## config.mk

```make
export PLATFORM = sky130hd
export DESIGN_NAME = bss_boot_source_select
export DESIGN_NICKNAME = d
export VERILOG_FILES = /design/src/bss_pkg.sv /design/src/bss_boot_source_select.sv
export SDC_FILE = /design/constraint.sdc
export NUM_CORES = 1
export LEC_CHECK = 0
export ABC_AREA = 1
export CAP_MARGIN = 20
export CORE_ASPECT_RATIO = 1.2
export CORE_MARGIN = 10
export CORE_UTILIZATION = 62
export CTS_CLUSTER_SIZE = 28
export DETAILED_ROUTE_END_ITERATION = 6
export DONT_BUFFER_PORTS = 1
export HOLD_SLACK_MARGIN = 0.03
export PLACE_DENSITY_LB_ADDON = 0.2
export REMOVE_ABC_BUFFERS = 1
export SLEW_MARGIN = 10
export SYNTH_ARGS = -nofsm -noshare
export SYNTH_HDL_FRONTEND = slang
export SYNTH_SLANG_ARGS = --single-unit
```

## constraint.sdc

```tcl
create_clock -name aclk -period 1.23 [get_ports aclk]
set_clock_uncertainty 0.05 [all_clocks]
set_input_delay 0.123 -clock aclk [delete_from_list [all_inputs] [get_ports aclk]]
set_output_delay 0.123 -clock aclk [all_outputs]
set_load 0.02 [all_outputs]
```

## src/bss_pkg.sv

```systemverilog
package bss_pkg;

    // ************************************************************
    // Register byte offsets
    // ************************************************************
    localparam logic [3:0] BSS_STATUS_OFS  = 4'h0;  // Boot decision and run state
    localparam logic [3:0] BSS_CONTROL_OFS = 4'h4;  // Application core release
    localparam logic [3:0] BSS_STRAPS_OFS  = 4'h8;  // Captured raw inputs

    // ************************************************************
    // Field positions
    // ************************************************************
    localparam int BSS_ST_MODE_LO   = 0;  // Boot mode, two bits
    localparam int BSS_ST_FUSE      = 2;  // Fuses chose the source
    localparam int BSS_ST_CARD_SD   = 3;  // Card type is SD
    localparam int BSS_ST_PORT_ONE  = 4;  // Card host port one
    localparam int BSS_ST_USB_HOST  = 5;  // USB routed to hub
    localparam int BSS_ST_MCU_RUN   = 6;  // Microcontroller core running
    localparam int BSS_ST_APP_RUN   = 7;  // Application core running
    localparam int BSS_ST_SAMPLED   = 8;  // Boot inputs captured
    localparam int BSS_ST_MCU_FLASH = 9;  // MCU image from serial flash
    localparam int BSS_ST_APP_CARD  = 10; // App image from card storage
    localparam int BSS_CT_RELEASE   = 0;  // Write one to release app core

    // ************************************************************
    // Reset values and answers
    // ************************************************************
    localparam logic [31:0] BSS_ZERO_WORD  = 32'h0000_0000;
    localparam logic [1:0]  BSS_RESP_OKAY  = 2'h0;
    localparam logic [1:0]  BSS_RESP_SLVER = 2'h2;

    // ************************************************************
    // Timing: cycles of input settling after reset release
    // ************************************************************
    localparam logic [1:0]  BSS_SETTLE_CYC = 2'h3;

    // ************************************************************
    // Types
    // ************************************************************
    typedef enum logic [1:0] {
        BSS_MODE_DUAL,
        BSS_MODE_SINGLE,
        BSS_MODE_LOW_POWER,
        BSS_MODE_SERIAL
    } bss_mode_e;

    typedef enum logic [1:0] {
        BSS_SEQ_SETTLE,
        BSS_SEQ_MCU_ONLY,
        BSS_SEQ_BOTH,
        BSS_SEQ_APP_ONLY
    } bss_seq_e;

endpackage

```

## src/bss_boot_source_select.sv

```systemverilog
// Chosen here: the address map and the AXI4-Lite slave port.
`timescale 1ns/10ps
module bss_boot_source_select
    import bss_pkg::*;
(
    input  wire logic        aclk,
    input  wire logic        aresetn,
    // AXI4-Lite slave
    // Same clock, no synchronisers
    input  wire logic [3:0]  s_axi_awaddr,
    input  wire logic        s_axi_awvalid,
    output logic             s_axi_awready,
    input  wire logic [31:0] s_axi_wdata,
    input  wire logic [3:0]  s_axi_wstrb,
    input  wire logic        s_axi_wvalid,
    output logic             s_axi_wready,
    output logic [1:0]       s_axi_bresp,
    output logic             s_axi_bvalid,
    input  wire logic        s_axi_bready,
    input  wire logic [3:0]  s_axi_araddr,
    input  wire logic        s_axi_arvalid,
    output logic             s_axi_arready,
    output logic [31:0]      s_axi_rdata,
    output logic [1:0]       s_axi_rresp,
    output logic             s_axi_rvalid,
    input  wire logic        s_axi_rready,
    // Board pins, floating reads high through pull-ups
    // All of them cross into aclk through two flops
    input  wire logic        boot_source_select,
    input  wire logic        serial_download_request,
    input  wire logic        card_type_strap,
    input  wire logic        host_port_strap,
    input  wire logic        dual_memory_strap,
    input  wire logic        low_power_boot_strap,
    input  wire logic        usb_route_select,
    // Fuse bank
    // Static once programmed, still synchronised
    input  wire logic        fuse_boot_enable,
    input  wire logic [3:0]  fuse_boot_cfg,
    // Boot decision outputs
    // Valid from the edge after capture
    output logic             mcu_core_run,
    output logic             app_core_run,
    output logic [1:0]       boot_mode,
    output logic             mcu_from_flash,
    output logic             app_from_card,
    output logic             card_is_sd,
    output logic             card_host_port_one,
    output logic             usb_to_host,
    output logic             boot_from_fuses
);

    // ************************************************************
    // State
    // ************************************************************
    // Whole block state; one comb process fills the
    // copy and one flop stage holds it
    typedef struct packed {
        logic [11:0] sync1;      // First synchroniser stage
        logic [11:0] sync2;      // Second synchroniser stage
        logic [11:0] captured;   // Inputs frozen at boot
        logic [1:0]  settle;     // Settling counter
        bss_seq_e    seq;        // Core sequencing state
        bss_mode_e   mode;       // Decided boot mode
        logic        fuse_used;  // Fuses chose the source
        logic        card_sd;    // Card type
        logic        port_one;   // Card host port
        logic        usb_host;   // USB route
        logic        mcu_flash;  // MCU image source
        logic        app_card;   // App image source
        logic        mcu_run;    // MCU core run
        logic        app_run;    // App core run
        logic        awready;    // Write address ready
        logic        wready;     // Write data ready
        logic        have_aw;    // Address held
        logic        have_w;     // Data held
        logic [3:0]  awaddr;     // Held write address
        logic [31:0] wdata;      // Held write data
        logic [3:0]  wstrb;      // Held strobes
        logic        bvalid;     // Write response valid
        logic [1:0]  bresp;      // Write response code
        logic        arready;    // Read address ready
        logic        rvalid;     // Read data valid
        logic [31:0] rdata;      // Read data
        logic [1:0]  rresp;      // Read response code
    } bss_state_s;

    bss_state_s cur;             // Registered state
    bss_state_s next_cur;        // Next state

    // Combinational helpers
    logic [11:0] raw_in;         // Gathered asynchronous inputs
    logic        c_sel;          // Captured boot source select
    logic        c_req;          // Captured download request
    logic        c_fen;          // Captured fuse enable
    logic [3:0]  c_fcfg;         // Captured fuse config
    logic [3:0]  c_strap;        // Captured straps
    logic [3:0]  cfg;            // Straps or fuses in use
    logic [31:0] status_word;    // Status register image
    logic        do_write;       // Write completes this cycle

    // Pins gathered, select in bit 0, fuses on top
    assign raw_in = {
        fuse_boot_cfg,
        fuse_boot_enable,
        usb_route_select,
        low_power_boot_strap,
        dual_memory_strap,
        host_port_strap,
        card_type_strap,
        serial_download_request,
        boot_source_select
    };

    // Field views of captured inputs, same order
    assign c_sel   = cur.captured[0];
    assign c_req   = cur.captured[1];
    assign c_strap = cur.captured[5:2];
    assign c_fen   = cur.captured[7];
    assign c_fcfg  = cur.captured[11:8];

    // ************************************************************
    // Status image
    // ************************************************************
    // Read data copies this when a status read is taken
    always_comb begin
        // Unused bits read as zero
        status_word = BSS_ZERO_WORD;
        status_word[BSS_ST_MODE_LO +: 2] = cur.mode;
        status_word[BSS_ST_FUSE]         = cur.fuse_used;
        status_word[BSS_ST_CARD_SD]      = cur.card_sd;
        status_word[BSS_ST_PORT_ONE]     = cur.port_one;
        status_word[BSS_ST_USB_HOST]     = cur.usb_host;
        status_word[BSS_ST_MCU_RUN]      = cur.mcu_run;
        status_word[BSS_ST_APP_RUN]      = cur.app_run;
        status_word[BSS_ST_SAMPLED]      = (cur.seq != BSS_SEQ_SETTLE);
        status_word[BSS_ST_MCU_FLASH]    = cur.mcu_flash;
        status_word[BSS_ST_APP_CARD]     = cur.app_card;
    end

    // ************************************************************
    // Next state
    // ************************************************************
    // Boot sequencing first, then the write and read channels
    always_comb begin
        // Defaults: hold state, no write this cycle
        next_cur = cur;
        cfg      = 4'h0;
        do_write = 1'b0;

        // Two-stage synchroniser; only the second stage
        // feeds the capture, so no half-settled level is frozen
        next_cur.sync1 = raw_in;
        next_cur.sync2 = cur.sync1;

        // Boot sequencing
        // Settle, capture, decide, then wait or run
        case (cur.seq)
            BSS_SEQ_SETTLE: begin
                // Wait for synchronised inputs, then freeze once
                // Later pin changes are ignored until reset
                if (cur.settle == BSS_SETTLE_CYC) begin
                    next_cur.captured = cur.sync2;
                    next_cur.seq      = BSS_SEQ_MCU_ONLY;
                    next_cur.mcu_run  = 1'b1;
                end else begin
                    next_cur.settle = cur.settle + 2'h1;
                end
            end
            BSS_SEQ_MCU_ONLY: begin
                // MCU alone decides; straps or fuses give the config
                // Request low wins; a fuse path without its
                // enable bit falls back to download
                // Low-power takes priority over dual memory
                next_cur.fuse_used = c_req && c_sel;
                cfg = next_cur.fuse_used ? c_fcfg : c_strap;
                next_cur.card_sd  = cfg[0];
                next_cur.port_one = cfg[1];
                next_cur.usb_host = cur.captured[6];
                if (!c_req || (next_cur.fuse_used && !c_fen)) begin
                    // Recovery download: app core only, MCU idle
                    next_cur.mode      = BSS_MODE_SERIAL;
                    next_cur.mcu_flash = 1'b0;
                    next_cur.app_card  = 1'b0;
                    next_cur.mcu_run   = 1'b0;
                    next_cur.app_run   = 1'b1;
                    next_cur.seq       = BSS_SEQ_APP_ONLY;
                end else if (cfg[3]) begin
                    // Low-power: MCU from flash, app on demand
                    next_cur.mode      = BSS_MODE_LOW_POWER;
                    next_cur.mcu_flash = 1'b1;
                    next_cur.app_card  = 1'b1;
                    next_cur.seq       = BSS_SEQ_BOTH;
                end else if (cfg[2]) begin
                    // Dual memory: MCU from flash, app from card
                    next_cur.mode      = BSS_MODE_DUAL;
                    next_cur.mcu_flash = 1'b1;
                    next_cur.app_card  = 1'b1;
                    next_cur.seq       = BSS_SEQ_BOTH;
                end else begin
                    // Single memory: both images from card
                    next_cur.mode      = BSS_MODE_SINGLE;
                    next_cur.mcu_flash = 1'b0;
                    next_cur.app_card  = 1'b1;
                    next_cur.seq       = BSS_SEQ_BOTH;
                end
            end
            BSS_SEQ_BOTH: begin
                // App held until MCU software releases it, see write path
                // The release bit acts in this state only
            end
            default: begin
                // Serial download, nothing more to do
                // Release writes change nothing here
            end
        endcase

        // Either half may come first and waits in its
        // holding register for the other
        // Write address channel
        if (s_axi_awvalid && cur.awready) begin
            next_cur.have_aw = 1'b1;
            next_cur.awaddr  = s_axi_awaddr;
        end
        // Write data channel
        if (s_axi_wvalid && cur.wready) begin
            next_cur.have_w = 1'b1;
            next_cur.wdata  = s_axi_wdata;
            next_cur.wstrb  = s_axi_wstrb;
        end
        // Response retires
        if (cur.bvalid && s_axi_bready) begin
            next_cur.bvalid = 1'b0;
        end
        // Both halves held: perform write
        // Unmapped offsets answer with a slave error
        if (cur.have_aw && cur.have_w && !cur.bvalid) begin
            do_write         = 1'b1;
            next_cur.have_aw = 1'b0;
            next_cur.have_w  = 1'b0;
            next_cur.bvalid  = 1'b1;
            next_cur.bresp   = BSS_RESP_OKAY;
            if (cur.awaddr[3:2] == BSS_CONTROL_OFS[3:2]) begin
                // Release only from the MCU-first wait state
                // Only bit 0 of byte lane 0 counts
                if (cur.wstrb[0] && cur.wdata[BSS_CT_RELEASE]
                        && cur.seq == BSS_SEQ_BOTH) begin
                    next_cur.app_run = 1'b1;
                end
            end else if (cur.awaddr[3:2] == BSS_STATUS_OFS[3:2]) begin
                // Read-only, write ignored
            end else if (cur.awaddr[3:2] == BSS_STRAPS_OFS[3:2]) begin
                // Read-only, write ignored
            end else begin
                next_cur.bresp = BSS_RESP_SLVER;
            end
        end
        // Each ready stays low while its own half is held or a
        // response waits: one write in flight
        next_cur.awready = !next_cur.have_aw && !next_cur.bvalid && !do_write;
        next_cur.wready  = !next_cur.have_w && !next_cur.bvalid && !do_write;

        // Read channel
        // Data is frozen when the address is taken and
        // stands until rready
        if (cur.rvalid && s_axi_rready) begin
            next_cur.rvalid = 1'b0;
        end
        if (s_axi_arvalid && cur.arready) begin
            next_cur.rvalid = 1'b1;
            next_cur.rresp  = BSS_RESP_OKAY;
            if (s_axi_araddr[3:2] == BSS_STATUS_OFS[3:2]) begin
                next_cur.rdata = status_word;
            end else if (s_axi_araddr[3:2] == BSS_CONTROL_OFS[3:2]) begin
                next_cur.rdata = {31'h0, cur.app_run};
            end else if (s_axi_araddr[3:2] == BSS_STRAPS_OFS[3:2]) begin
                // Frozen pin levels, not the live pins
                next_cur.rdata = {20'h0, cur.captured};
            end else begin
                next_cur.rdata = BSS_ZERO_WORD;
                next_cur.rresp = BSS_RESP_SLVER;
            end
        end
        // Next address only once the data has retired
        next_cur.arready = !next_cur.rvalid;
    end

    // ************************************************************
    // State register, synchronous active-low reset
    // ************************************************************
    always_ff @(posedge aclk) begin
        if (!aresetn) begin
            // Both cores held and the decision cleared
            cur         <= '0;
            cur.seq     <= BSS_SEQ_SETTLE;
            cur.mode    <= BSS_MODE_DUAL;
            cur.bresp   <= BSS_RESP_OKAY;
            cur.rresp   <= BSS_RESP_OKAY;
        end else begin
            // Every register runs on every edge
            cur <= next_cur;
        end
    end

    // ************************************************************
    // Outputs straight from flops
    // ************************************************************
    // Register bus
    assign s_axi_awready      = cur.awready;
    assign s_axi_wready       = cur.wready;
    assign s_axi_bresp        = cur.bresp;
    assign s_axi_bvalid       = cur.bvalid;
    assign s_axi_arready      = cur.arready;
    assign s_axi_rdata        = cur.rdata;
    assign s_axi_rresp        = cur.rresp;
    assign s_axi_rvalid       = cur.rvalid;

    // Boot decision
    assign mcu_core_run       = cur.mcu_run;
    assign app_core_run       = cur.app_run;
    assign boot_mode          = cur.mode;
    assign mcu_from_flash     = cur.mcu_flash;
    assign app_from_card      = cur.app_card;
    assign card_is_sd         = cur.card_sd;
    assign card_host_port_one = cur.port_one;
    assign usb_to_host        = cur.usb_host;
    assign boot_from_fuses    = cur.fuse_used;

endmodule

```

# Word level (Yosys, flattened, before mapping)
# Index checks and enable logic that the tools add are counted.
[op_classes]
add_sub_neg = 1
eq_ne = 9
muxes = 33
bitwise = 1
reduce_logical = 33
[ops]
columns = ["op", "n"]
rows = [
  ["$mux W35", 1],
  ["$mux W32", 1],
  ["$mux W12", 2],
  ["$mux W2", 12],
  ["$logic_and A1 B1 Y1", 15],
  ["$mux W4", 3],
  ["$mux W1", 11],
  ["$eq A2 B2 Y1 const B", 4],
  ["$logic_not A1 Y1", 8],
  ["$eq A2 B1 Y1 const B", 3],
  ["$logic_not A2 Y1", 3],
  ["$reduce_and A2 Y1", 3],
  ["$ne A2 B2 Y1 const B", 2],
  ["$pmux W2 S2", 1],
  ["$reduce_bool A2 Y1", 2],
  ["$mux W3", 1],
  ["$reduce_and A3 Y1", 1],
  ["$add A2 B1 Y2 const B", 1],
  ["$pmux W1 S2", 1],
  ["$logic_or A1 B1 Y1", 1],
  ["$not A1 Y1", 1],
]
[word_totals]
ff_bits = 99
inputBits = 63
output_inout_bits = 51

# Depth between registers and ports, before layout
# Gate-level depths: netlist (run 1).
[logic_depth]
depth_word = 8
depth_mapped = 6
ltp_nobuf = 6

# Worst setup path after synthesis (run 1)
# No wires, ideal clock.
[synth_timing]
path_kind = "register to register"
startpoint = "reg cur (netlist bit s_axi_arready)"
endpoint = "reg cur (netlist bit s_axi_rdata[7])"
setup_time_ns = 0.074
arrival_time_ns = 1.042
required_time_ns = 1.106
path_slack_ns = 0.064
path_stages_with_launch = 6
path_buffers = 1
cell_sequence = "dfxtp_1 > nand2_1 > inv_2 > buf_2 > nand3_1 > a31oi_1"
[synth_between]
elab_chain_len = 1
[synth_lines]
columns = ["item", "line", "text"]
rows = [
  ["start: declaration", "bss_boot_source_select.sv:88", "bss_state_s cur;"],
  ["start signal: assignment", "bss_boot_source_select.sv:301", "cur <= next_cur;"],
  ["$logic_and A1 B1 Y1", "bss_boot_source_select.sv:269", "if (s_axi_arvalid && cur.arready) begin"],
]
# Every way passes these cells.
# A chain may end at the register's enable or synchronous reset.

# Worst setup path after layout (run 1)
[layout_timing]
startpoint = "reg cur[95] in the netlist's numbering"
endpoint = "reg cur (netlist bit c_strap[0])"
[layout_between]
elab_chain_len = 2
[layout_lines]
columns = ["item", "line", "text"]
rows = [
  ["$eq A2 B2 Y1", "bss_boot_source_select.sv:162", "if (cur.settle == BSS_SETTLE_CYC) begin"],
  ["$reduce_and A2 Y1 (no line)", "--", ""],
]
# Every way passes these cells.

==> run_results.csv, run 1 <==
group,metric,value,unit
route,ant_nets,0,
power_and_ir_drop,powerDensity,1590,nW/um2
critical_path,r2r_cells,5,
timing,maxSlewHeadroom,0.646,
logic_synthesis,syn_area_per_cell,8.13,um2
placed_design,hpwl,4.00,mm
power_and_ir_drop,power.total,5810,uW
logic_synthesis,syn_area,3020,um2
global_route,grt-ovfl-total,0,
final_layout,num_antenna_cells,0,
logic_synthesis,synth_top_cell_by_area,"dfxtp_1",
clock_tree,cts_inserted_buffers,9,
logic_synthesis,synth_top_area_frac,0.498,
die,die_w,83.7,um
critical_path,path_class,"flop to flop",
critical_path,cp-end-kind,"flop",
timing,worst-slew-pin-transition,530,ps
route,viasPerCell,4.91,
timing,min_period,1190,ps
critical_path,worstPathArrival,1370,ps
logic_synthesis,synth_seq_cells,75,
global_route,grt_max_degree,25,
placed_design,io_buffers,0,
global_route,grt_usage,0.156,
placed_design,dp_cells,419,
critical_path,setup.worst_path.start,"cur[95]",
timing,report.final.slew_viol_count,0,
placed_design,placed_area,2970,um2
timing,setup_viol,0,
clock_tree,max-clock-path-buffers,2,
timing,min_period_over_period,0.966,
clock_tree,clock_latency,340,ps
die,initial_utilization,0.647,
critical_path,cpPeakStageDelay,350,ps
final_layout,fin_cells,479,
final_layout,drive_above_1_share,0.171,
timing,finalHoldViolCount,0,
clock_tree,clock-sinks,75,
logic_synthesis,yosysSeqAreaShare,0.498,
placed_design,gp_congestion,0.815,
logic_synthesis,ys_types,24,
status,status,"finished clean",
final_layout,syn_to_final_growth,21.4,%
final_layout,final_area,3660,um2
die,pin_count,114,
critical_path,startpoint_type,"flop",
critical_path,slowest_stage,"dfxtp_1",
min_path,hold_path.class,"primary input to flop",
critical_path,cp-endpoint,"c_strap[0]",
clock_tree,cts_post_setup_buffers_inserted,0,
logic_synthesis,synthCells,371,
timing,rsz0062_at_grt,"yes",
clock_tree,cts_tree,"yes",
route,drt_wl_total,6.59,mm
die,fp.dieH,96.4,um
critical_path,worstPathRequired,1410,ps
die,die-area,8070,um2
critical_path,crit_fanout,8,
logic_synthesis,ys_warn_count,0,
critical_path,r2r-end,"c_strap[0]",
route,route.detailed.drc,0,
clock_tree,cts_root_buf,"clkbuf_8",
route,dr.pass1.iters,4,
global_route,antenna_found_initial,0,
critical_path,cp_cell_sequence,"ha_2 > nand2_4 > buf_12 > o21ai_0 > a21oi_1",
route,dr_total_vias,2351,
logic_synthesis,synthTopCellsByArea,"dfxtp_1, buf_4, nand2_1, inv_1, nand3_1",
clock_tree,path_clk_slew,80,ps
critical_path,regToRegSetupSlack,40,ps
critical_path,reg2reg_from,"cur[95]",
timing,fmax,0.841,GHz
route,drt_iter0_drc,94,
route,wl_per_cell,13.8,um
timing,fin_hold_ws,45.6,ps
die,core_area,4660,um2
run,cap_viol_max_count,0,
clock_tree,h-tree-depth,3,
die,fp-row-count,27,
global_route,grt_pass1_wl,10.5,mm
global_route,grt_pass1_vias,2355,
power_and_ir_drop,cellLeakagePower,0.00167,uW
power_and_ir_drop,peakVddDrop,0.814,mV
final_layout,nNetsFinal,480,
==> worst min-delay path by stage <==
stage | from | end | cells past startpoint
final | aresetn | cur[93] | 3
after global routing | aresetn | cur[93] | 3
after CTS | aresetn | cur[93] | 3
after detailed placement | dual_memory_strap | cur[125] | 2
after global placement | host_port_strap | cur[124] | 2
after floorplan | aresetn | cur[109] | 2
==> layout by cell type, fill, tap and decap left out, types with 4 or more instances in the layout <==
| cell type | instances |
|---|---|
| a21oi_1 | 21 |
| a21oi_2 | 8 |
| a31oi_1 | 10 |
| buf_4 | 20 |
| clkbuf_8 | 9 |
| conb_1 | 22 |
| dfxtp_1 | 72 |
| dlygate4sd3_1 | 41 |
| inv_1 | 44 |
| inv_2 | 4 |
| nand2_1 | 62 |
| nand3_1 | 24 |
| nor2_1 | 32 |
| o21ai_0 | 10 |
| o21ai_1 | 7 |
| o21ai_2 | 11 |
==> critical path: cells and delay by family, from the launching register on <==
family          cells  cell delay, ps
buf+inv             1             150
compound gates      2             240
simple gates        1              90
fa+ha+maj           1             210
flops               1             350
==> flip-flops by register name, indices dropped and copies added, names as in the netlist, 2 cells and up <==
register	cells
c_strap	4
s_axi_rdata	12
boot_mode	2
c_fcfg	4
cur	35
==> synthesized netlist by cell type (all sizes together) <==
library cell and instances:
a31oi 10, nand3 24, inv 49, nand4 1, nor2 35, ha 1, a21oi 29, dfxtp 75
conb 1, xor2 1, buf 51, nand2 65, clkbuf 1, o21ai 28
==> layout make-up <==
type	instances	area (um2)
flip-flops and latches	75	1510
multi-input cells	216	1070
fillers	323	998
repair buffers	65	638
inverters	49	186
clock buffers	10	128
well taps	58	72.6
clock inverters	6	66.3
==> layer usage <==
| metal | vias up | GRT usage | wire [um] |
|---|---|---|---|
| li1 | 1197 | - | - |
| met1 | 1067 | 0.161 | 2740 |
| met2 | 77 | 0.275 | 3210 |
| met3 | 10 | 0.0586 | 527 |
| met4 | 0 | 0.0824 | 113 |
| met5 | - | 0 | 0 |
==> logic make-up after synthesis <==
logic type,Yosys count,share of synthesized area
buffers and inverters,101,0.182
AOI/OAI and AO/OA,67,0.139
adders and majority gates,1,0.00415
xor gates and xnor gates,1,0.00290
DFF,75,0.498
other,1,0.00124
and+or+nand+nor,125,0.173
==> repair_timing <==
action                                  CTS  global route
hold endpoints to repair                 66             9
hold buffers                             42             2
endpoints found under the setup margin    0            16
gates resized for setup                   0            11
==> metrics by stage <==
| stage | setup slack [ps] | util | TNS [ps] |
|---|---|---|---|
| 2_1_floorplan | -114 | - | -2160 |
| 3_3_place_gp | 32.9 | 0.638 | 0 |
| 3_5_place_dp | 33.0 | 0.638 | 0 |
| 4_1_cts | 22.3 | 0.772 | 0 |
| 5_1_grt | -40.9 | 0.786 | -62.6 |
| 6_report | 41.2 | 0.786 | 0 |
==> power by group <==
part	internal [uW]	leakage [uW]	switching, uW
clock	937	0.0000885	895
sequential	2670	0.000615	215
combinational	461	0.000969	628
total	4070	0.00167	1740
No activity file was read; power rests on OpenSTA's default activity.
==> run 2: changes to the inputs <==
- CORE_UTILIZATION: 62 -> 52
- GPL_TIMING_DRIVEN: not set -> 0
==> run 2 against run 1 <==
Critical path depth rose by 1. Routed wire length fell by 7.9%. First-iteration DRC count rose by 28%. Hold slack got worse by 17 ps. Core utilization fell by 15 points. Total power rose by 7.0%. Fmax rose by 3.8%. Critical path type unchanged.
==> run_results.csv, run 2 (synthesis gave the netlist of run 1 again) <==
group,metric,value,unit
status,status,"finished clean",
critical_path,cpPeakStageDelay,360,ps
timing,fin_ws,85.1,ps
placed_design,placed_area,2810,um2
final_layout,nNetsFinal,459,
critical_path,cp_common_cell,"nand2_1",
critical_path,reg2reg_from,"c_fen",
global_route,grt-ovfl-total,0,
critical_path,crit_fanout,5,
final_layout,fillCellCount,493,
power_and_ir_drop,cellLeakagePower,0.00160,uW
clock_tree,path_clk_slew,70,ps
global_route,grt_max_degree,39,
die,pin_count,114,
critical_path,cp-end-kind,"flop",
critical_path,path_class,"flop to flop",
final_layout,layout_common_cells,"dfxtp_1, nand2_1, inv_1",
clock_tree,clock-sinks,75,
power_and_ir_drop,peakVddDrop,0.754,mV
global_route,grt-busiest-layer,"met2",
placed_design,io_buffers,0,
timing,report.final.slew_viol_count,0,
final_layout,largest_reg_flops,35,
clock_tree,cts_tree,"yes",
timing,min_period,1140,ps
critical_path,cp-endpoint,"mcu_from_flash",
die,die-area,9260,um2
clock_tree,max-clock-path-buffers,2,
critical_path,setup.worst_path.start,"c_fen",
timing,finalHoldViolCount,0,
placed_design,hpwl,3.86,mm
timing,worst-slew-pin-transition,798,ps
min_path,hold_path.class,"primary input to flop",
global_route,antenna_found_initial,0,
critical_path,startpoint_type,"flop",
global_route,grt_pass1_wl,9.74,mm
global_route,grt_pass1_vias,2067,
global_route,grt.met3_usage,0.0345,
critical_path,slowest_stage,"dfxtp_1",
route,dr_total_vias,2189,
route,drt_iter0_drc,120,
clock_tree,h-tree-depth,3,
critical_path,r2r-end,"mcu_from_flash",
route,wl_per_cell,13.1,um
timing,setup_viol,0,
route,route.detailed.drc,0,
global_route,grt_use_met1,0.154,
clock_tree,clock_latency,340,ps
timing,maxSlewHeadroom,0.467,
route,drt_wl_total,6.07,mm
critical_path,r2r_cells,6,
timing,fin_tns_setup,0,ps
route,viasPerCell,4.72,
die,core_area,5630,um2
die,fp-row-count,30,
route,ant_nets,0,
route,dr.pass1.iters,4,
final_layout,syn_to_final_growth,18.9,%
die,die_w,89.5,um
critical_path,cp_cell_sequence,"inv_1 > nand2_1 > nand2_1 > nor2_4 > nand2_1 > a21oi_1",
critical_path,regToRegSetupSlack,90,ps
timing,min_period_over_period,0.931,
power_and_ir_drop,powerDensity,1730,nW/um2
clock_tree,cts_root_buf,"clkbuf_8",
final_layout,num_antenna_cells,0,
critical_path,worstPathArrival,1350,ps
clock_tree,cts_inserted_buffers,9,
global_route,grt_util_met2,0.220,
global_route,grt_usage,0.135,
final_layout,final_common_cell,"dfxtp_1",
critical_path,worstPathRequired,1440,ps
final_layout,final_area,3590,um2
final_layout,top_register,"cur",
die,fp.dieH,103,um
die,initial_utilization,0.536,
final_layout,drive_above_1_share,0.143,
placed_design,dp_slack,-397,ps
timing,rsz0062_at_grt,"no",
timing,fmax,0.873,GHz
placed_design,gp_congestion,0.751,
run,cap_viol_max_count,0,
-- run 2: area by class of cell --
class / count / area [um2] / area share
clock buffer: 11 / 141 / 0.0394
clock inverter: 5 / 100 / 0.0279
inverter: 49 / 199 / 0.0555
multi-input combinational: 217 / 1110 / 0.309
sequential: 75 / 1510 / 0.421
tap: 64 / 80.1 / 0.0223
timing repair buffer: 43 / 448 / 0.125
-- run 2: power breakdown --
part	leakage, uW	internal (uW)	switching [uW]
Combinational	0.000862	417	591
Sequential	0.000616	2680	285
Clock	0.000123	1400	849
Total	0.00160	4490	1720
-- run 2: worst min-delay path by stage --
| stage | to | slack (ps) | depth (start not counted) | startpoint |
|---|---|---|---|---|
| finish | s_axi_rdata[8] | 30 | 5 | s_axi_araddr[2] |
| CTS | s_axi_rresp[1] | -120 | 2 | s_axi_araddr[3] |
| global placement | cur[124] | 170 | 2 | host_port_strap |
| global route | s_axi_rdata[8] | 40 | 5 | s_axi_araddr[2] |
| floorplan | cur[109] | 170 | 2 | aresetn |
| detailed placement | cur[123] | 170 | 2 | card_type_strap |
-- run 2: critical path, delay by kind of cell (launching register included) --
family	cells	cell delay (ps)
flops	1	360
compound gates	1	130
simple gates	4	450
buf+inv	1	80
-- run 2: routing by layer --
layer	share of wire	wire (um)	vias up
met3	0.070	426	9
met2	0.48	2900	66
met1	0.43	2620	963
li1	-	-	1151
met4	0.021	127	0
met5	0	0	-
-- run 2: through the flow --
stage                     cells   util  hold slack, ps  total power [uW]
final                       464  0.637            28.7              6220
after detailed placement    404  0.499             174              3680
after floorplan             340      -             166              3520
after global routing        464  0.637            40.1              6520
after CTS                   456  0.614            -117              6100
after global placement      404  0.499             174              3670
-- run 2: repair_timing --
action                     CTS  global route
gates cloned                 1             0
resized for setup           10            10
hold endpoints to repair    66             3
buffers inserted             0             2
setup endpoints to repair   29            18
pin swaps                    1             1
hold buffers                35             6
==> run 3: changes to the inputs <==
- ABC_CLOCK_PERIOD_IN_PS: not set -> 1230
- PLACE_DENSITY: not set -> 0.72
- PLACE_DENSITY_LB_ADDON: 0.2 -> not set
==> run 3 against run 2 <==
Cell area grew 0.28%. Count of clock-buffer cells in the layout grew 2. Fmax shrank 3.6%. Via count grew 4.0%. First-iteration DRC count shrank 51%. Critical endpoint is now c_strap[0]. Largest power group unchanged.
==> run_results.csv, run 3 (synthesis gave the netlist of run 1 again) <==
group,metric,value,unit
critical_path,r2r_cells,4,
route,drt_iter0_drc,59,
critical_path,reg2reg_from,"cur[93]",
timing,worst-slew-pin-transition,753,ps
final_layout,top_register,"cur",
die,fp.dieH,103,um
critical_path,worstPathBufferInverterCount,0,
timing,setup_viol,0,
global_route,grt_usage,0.141,
clock_tree,clock_latency,350,ps
route,viasPerCell,4.89,
route,route.detailed.drc,0,
placed_design,hpwl,3.99,mm
min_path,hold_path.class,"primary input to flop",
final_layout,largest_reg_flops,35,
route,wl_per_cell,13.5,um
min_path,worstHoldStart,"s_axi_araddr[3]",
final_layout,syn_to_final_growth,19.2,%
clock_tree,h-tree-depth,3,
timing,finalHoldViolCount,0,
power_and_ir_drop,powerDensity,1690,nW/um2
global_route,grt_pass1_vias,2314,
route,dr_total_vias,2276,
timing,report.final.slew_viol_count,0,
clock_tree,max-clock-path-buffers,2,
clock_tree,cts_tree,"yes",
power_and_ir_drop,peakVddDrop,0.705,mV
route,drt_wl_total,6.26,mm
min_path,whs_path_depth,3,
route,dr.pass1.iters,4,
final_layout,regArea,1510,um2
die,initial_utilization,0.536,
global_route,grt-ovfl-total,0,
critical_path,cp_cell_sequence,"nor2_4 > nand2_8 > o21ai_0 > a21oi_1",
placed_design,dp_cells,404,
timing,maxSlewHeadroom,0.497,
placed_design,gp_congestion,0.767,
critical_path,worstPathArrival,1380,ps
critical_path,path_class,"flop to flop",
die,die_w,89.5,um
final_layout,fillCellCount,497,
global_route,antenna_found_initial,0,
min_path,min_to,"s_axi_rdata[0]",
final_layout,num_antenna_cells,0,
final_layout,drive_above_1_share,0.135,
critical_path,cp-end-kind,"flop",
timing,fin_hold_ws,96.5,ps
critical_path,worstPathRequired,1420,ps
status,status,"finished clean",
critical_path,regToRegSetupSlack,40,ps
die,pin_count,114,
final_layout,multi_input_area,1100,um2
critical_path,startpoint_type,"flop",
timing,fmax,0.842,GHz
die,fp-row-count,30,
clock_tree,cts_inserted_buffers,9,
timing,min_period,1190,ps
clock_tree,clock-sinks,75,
final_layout,fin_cells,465,
route,ant_nets,0,
final_layout,nNetsFinal,460,
run,cap_viol_max_count,0,
die,core_area,5630,um2
power_and_ir_drop,cellLeakagePower,0.00158,uW
global_route,grt_max_degree,25,
final_layout,final_common_cell,"dfxtp_1",
critical_path,slowest_stage,"dfxtp_2",
critical_path,crit_family,"simple AND/OR/NAND/NOR gates",
placed_design,io_buffers,0,
timing,rsz0062_at_grt,"yes",
global_route,grt_pass1_wl,10.2,mm
die,die-area,9260,um2
critical_path,setup.worst_path.start,"cur[93]",
clock_tree,cts_root_buf,"clkbuf_8",
critical_path,crit_fanout,22,
clock_tree,path_clk_slew,80,ps
timing,min_period_over_period,0.965,
final_layout,layout_common_cells,"dfxtp_1, nand2_1, inv_1, dlygate4sd3_1, nor2_1",
critical_path,r2r-end,"c_strap[0]",
critical_path,cpPeakStageDelay,370,ps
[run 3: how the worst max path moves through the flow]
stage | end | slack (ps) | cells past startpoint
4_1_cts | s_axi_rdata[8] | 9 | 6
3_5_place_dp | s_axi_rdata[10] | -420 | 4
5_1_grt | cur[93] | -20 | 5
6_report | c_strap[0] | 40 | 4
3_3_place_gp | s_axi_rdata[5] | -350 | 4
2_1_floorplan | cur[93] | -110 | 5
[run 3: tightest hold or removal path, stage by stage]
cell and delay, ps:
nor2_1 140, nand2_1 100, a31oi_1 80
[run 3: final cells by class]
cell class | instances | share of cell area
Sequential cell | 75 | 0.419
Clock inverter | 3 | 0.0188
Tap cell | 64 | 0.0223
Clock buffer | 13 | 0.0498
Inverter | 49 | 0.0553
Timing Repair Buffer | 45 | 0.128
Multi-Input combinational cell | 216 | 0.307
[run 3: repair_timing]
action / in CTS / in global routing
endpoints found under the setup margin: 29 / 21
pin swaps: 0 / 1
resized for setup: 10 / 10
hold endpoints to repair: 65 / 0
hold buffers: 45 / 0
buffers inserted: 0 / 0
[run 3: metrics by stage]
stage | utilization | TNS, ps | worst slack, ps | area [um2] | total power, uW
6_report | 0.639 | 0 | 42.7 | 3600 | 6090
5_1_grt | 0.639 | -55.3 | -23.6 | 3600 | 6380
4_1_cts | 0.631 | 0 | 8.76 | 3550 | 6070
3_5_place_dp | 0.499 | -8850 | -415 | 2810 | 3690
3_3_place_gp | 0.499 | -7600 | -348 | 2810 | 3660
2_1_floorplan | - | -2160 | -114 | 2730 | 3520
[run 3: routing by layer]
metal	global-route usage	share of wire	vias to the layer above	routed length, um
met5	0	0	-	0
li1	-	-	1160	-
met3	0.0486	0.081	10	510
met1	0.137	0.38	1042	2410
met4	0.0699	0.012	0	72
met2	0.259	0.52	64	3270
[run 3: where the power goes]
group	switching [uW]	internal [uW]
sequential	286	2670
clock	855	1360
combinational	553	356
total	1690	4390
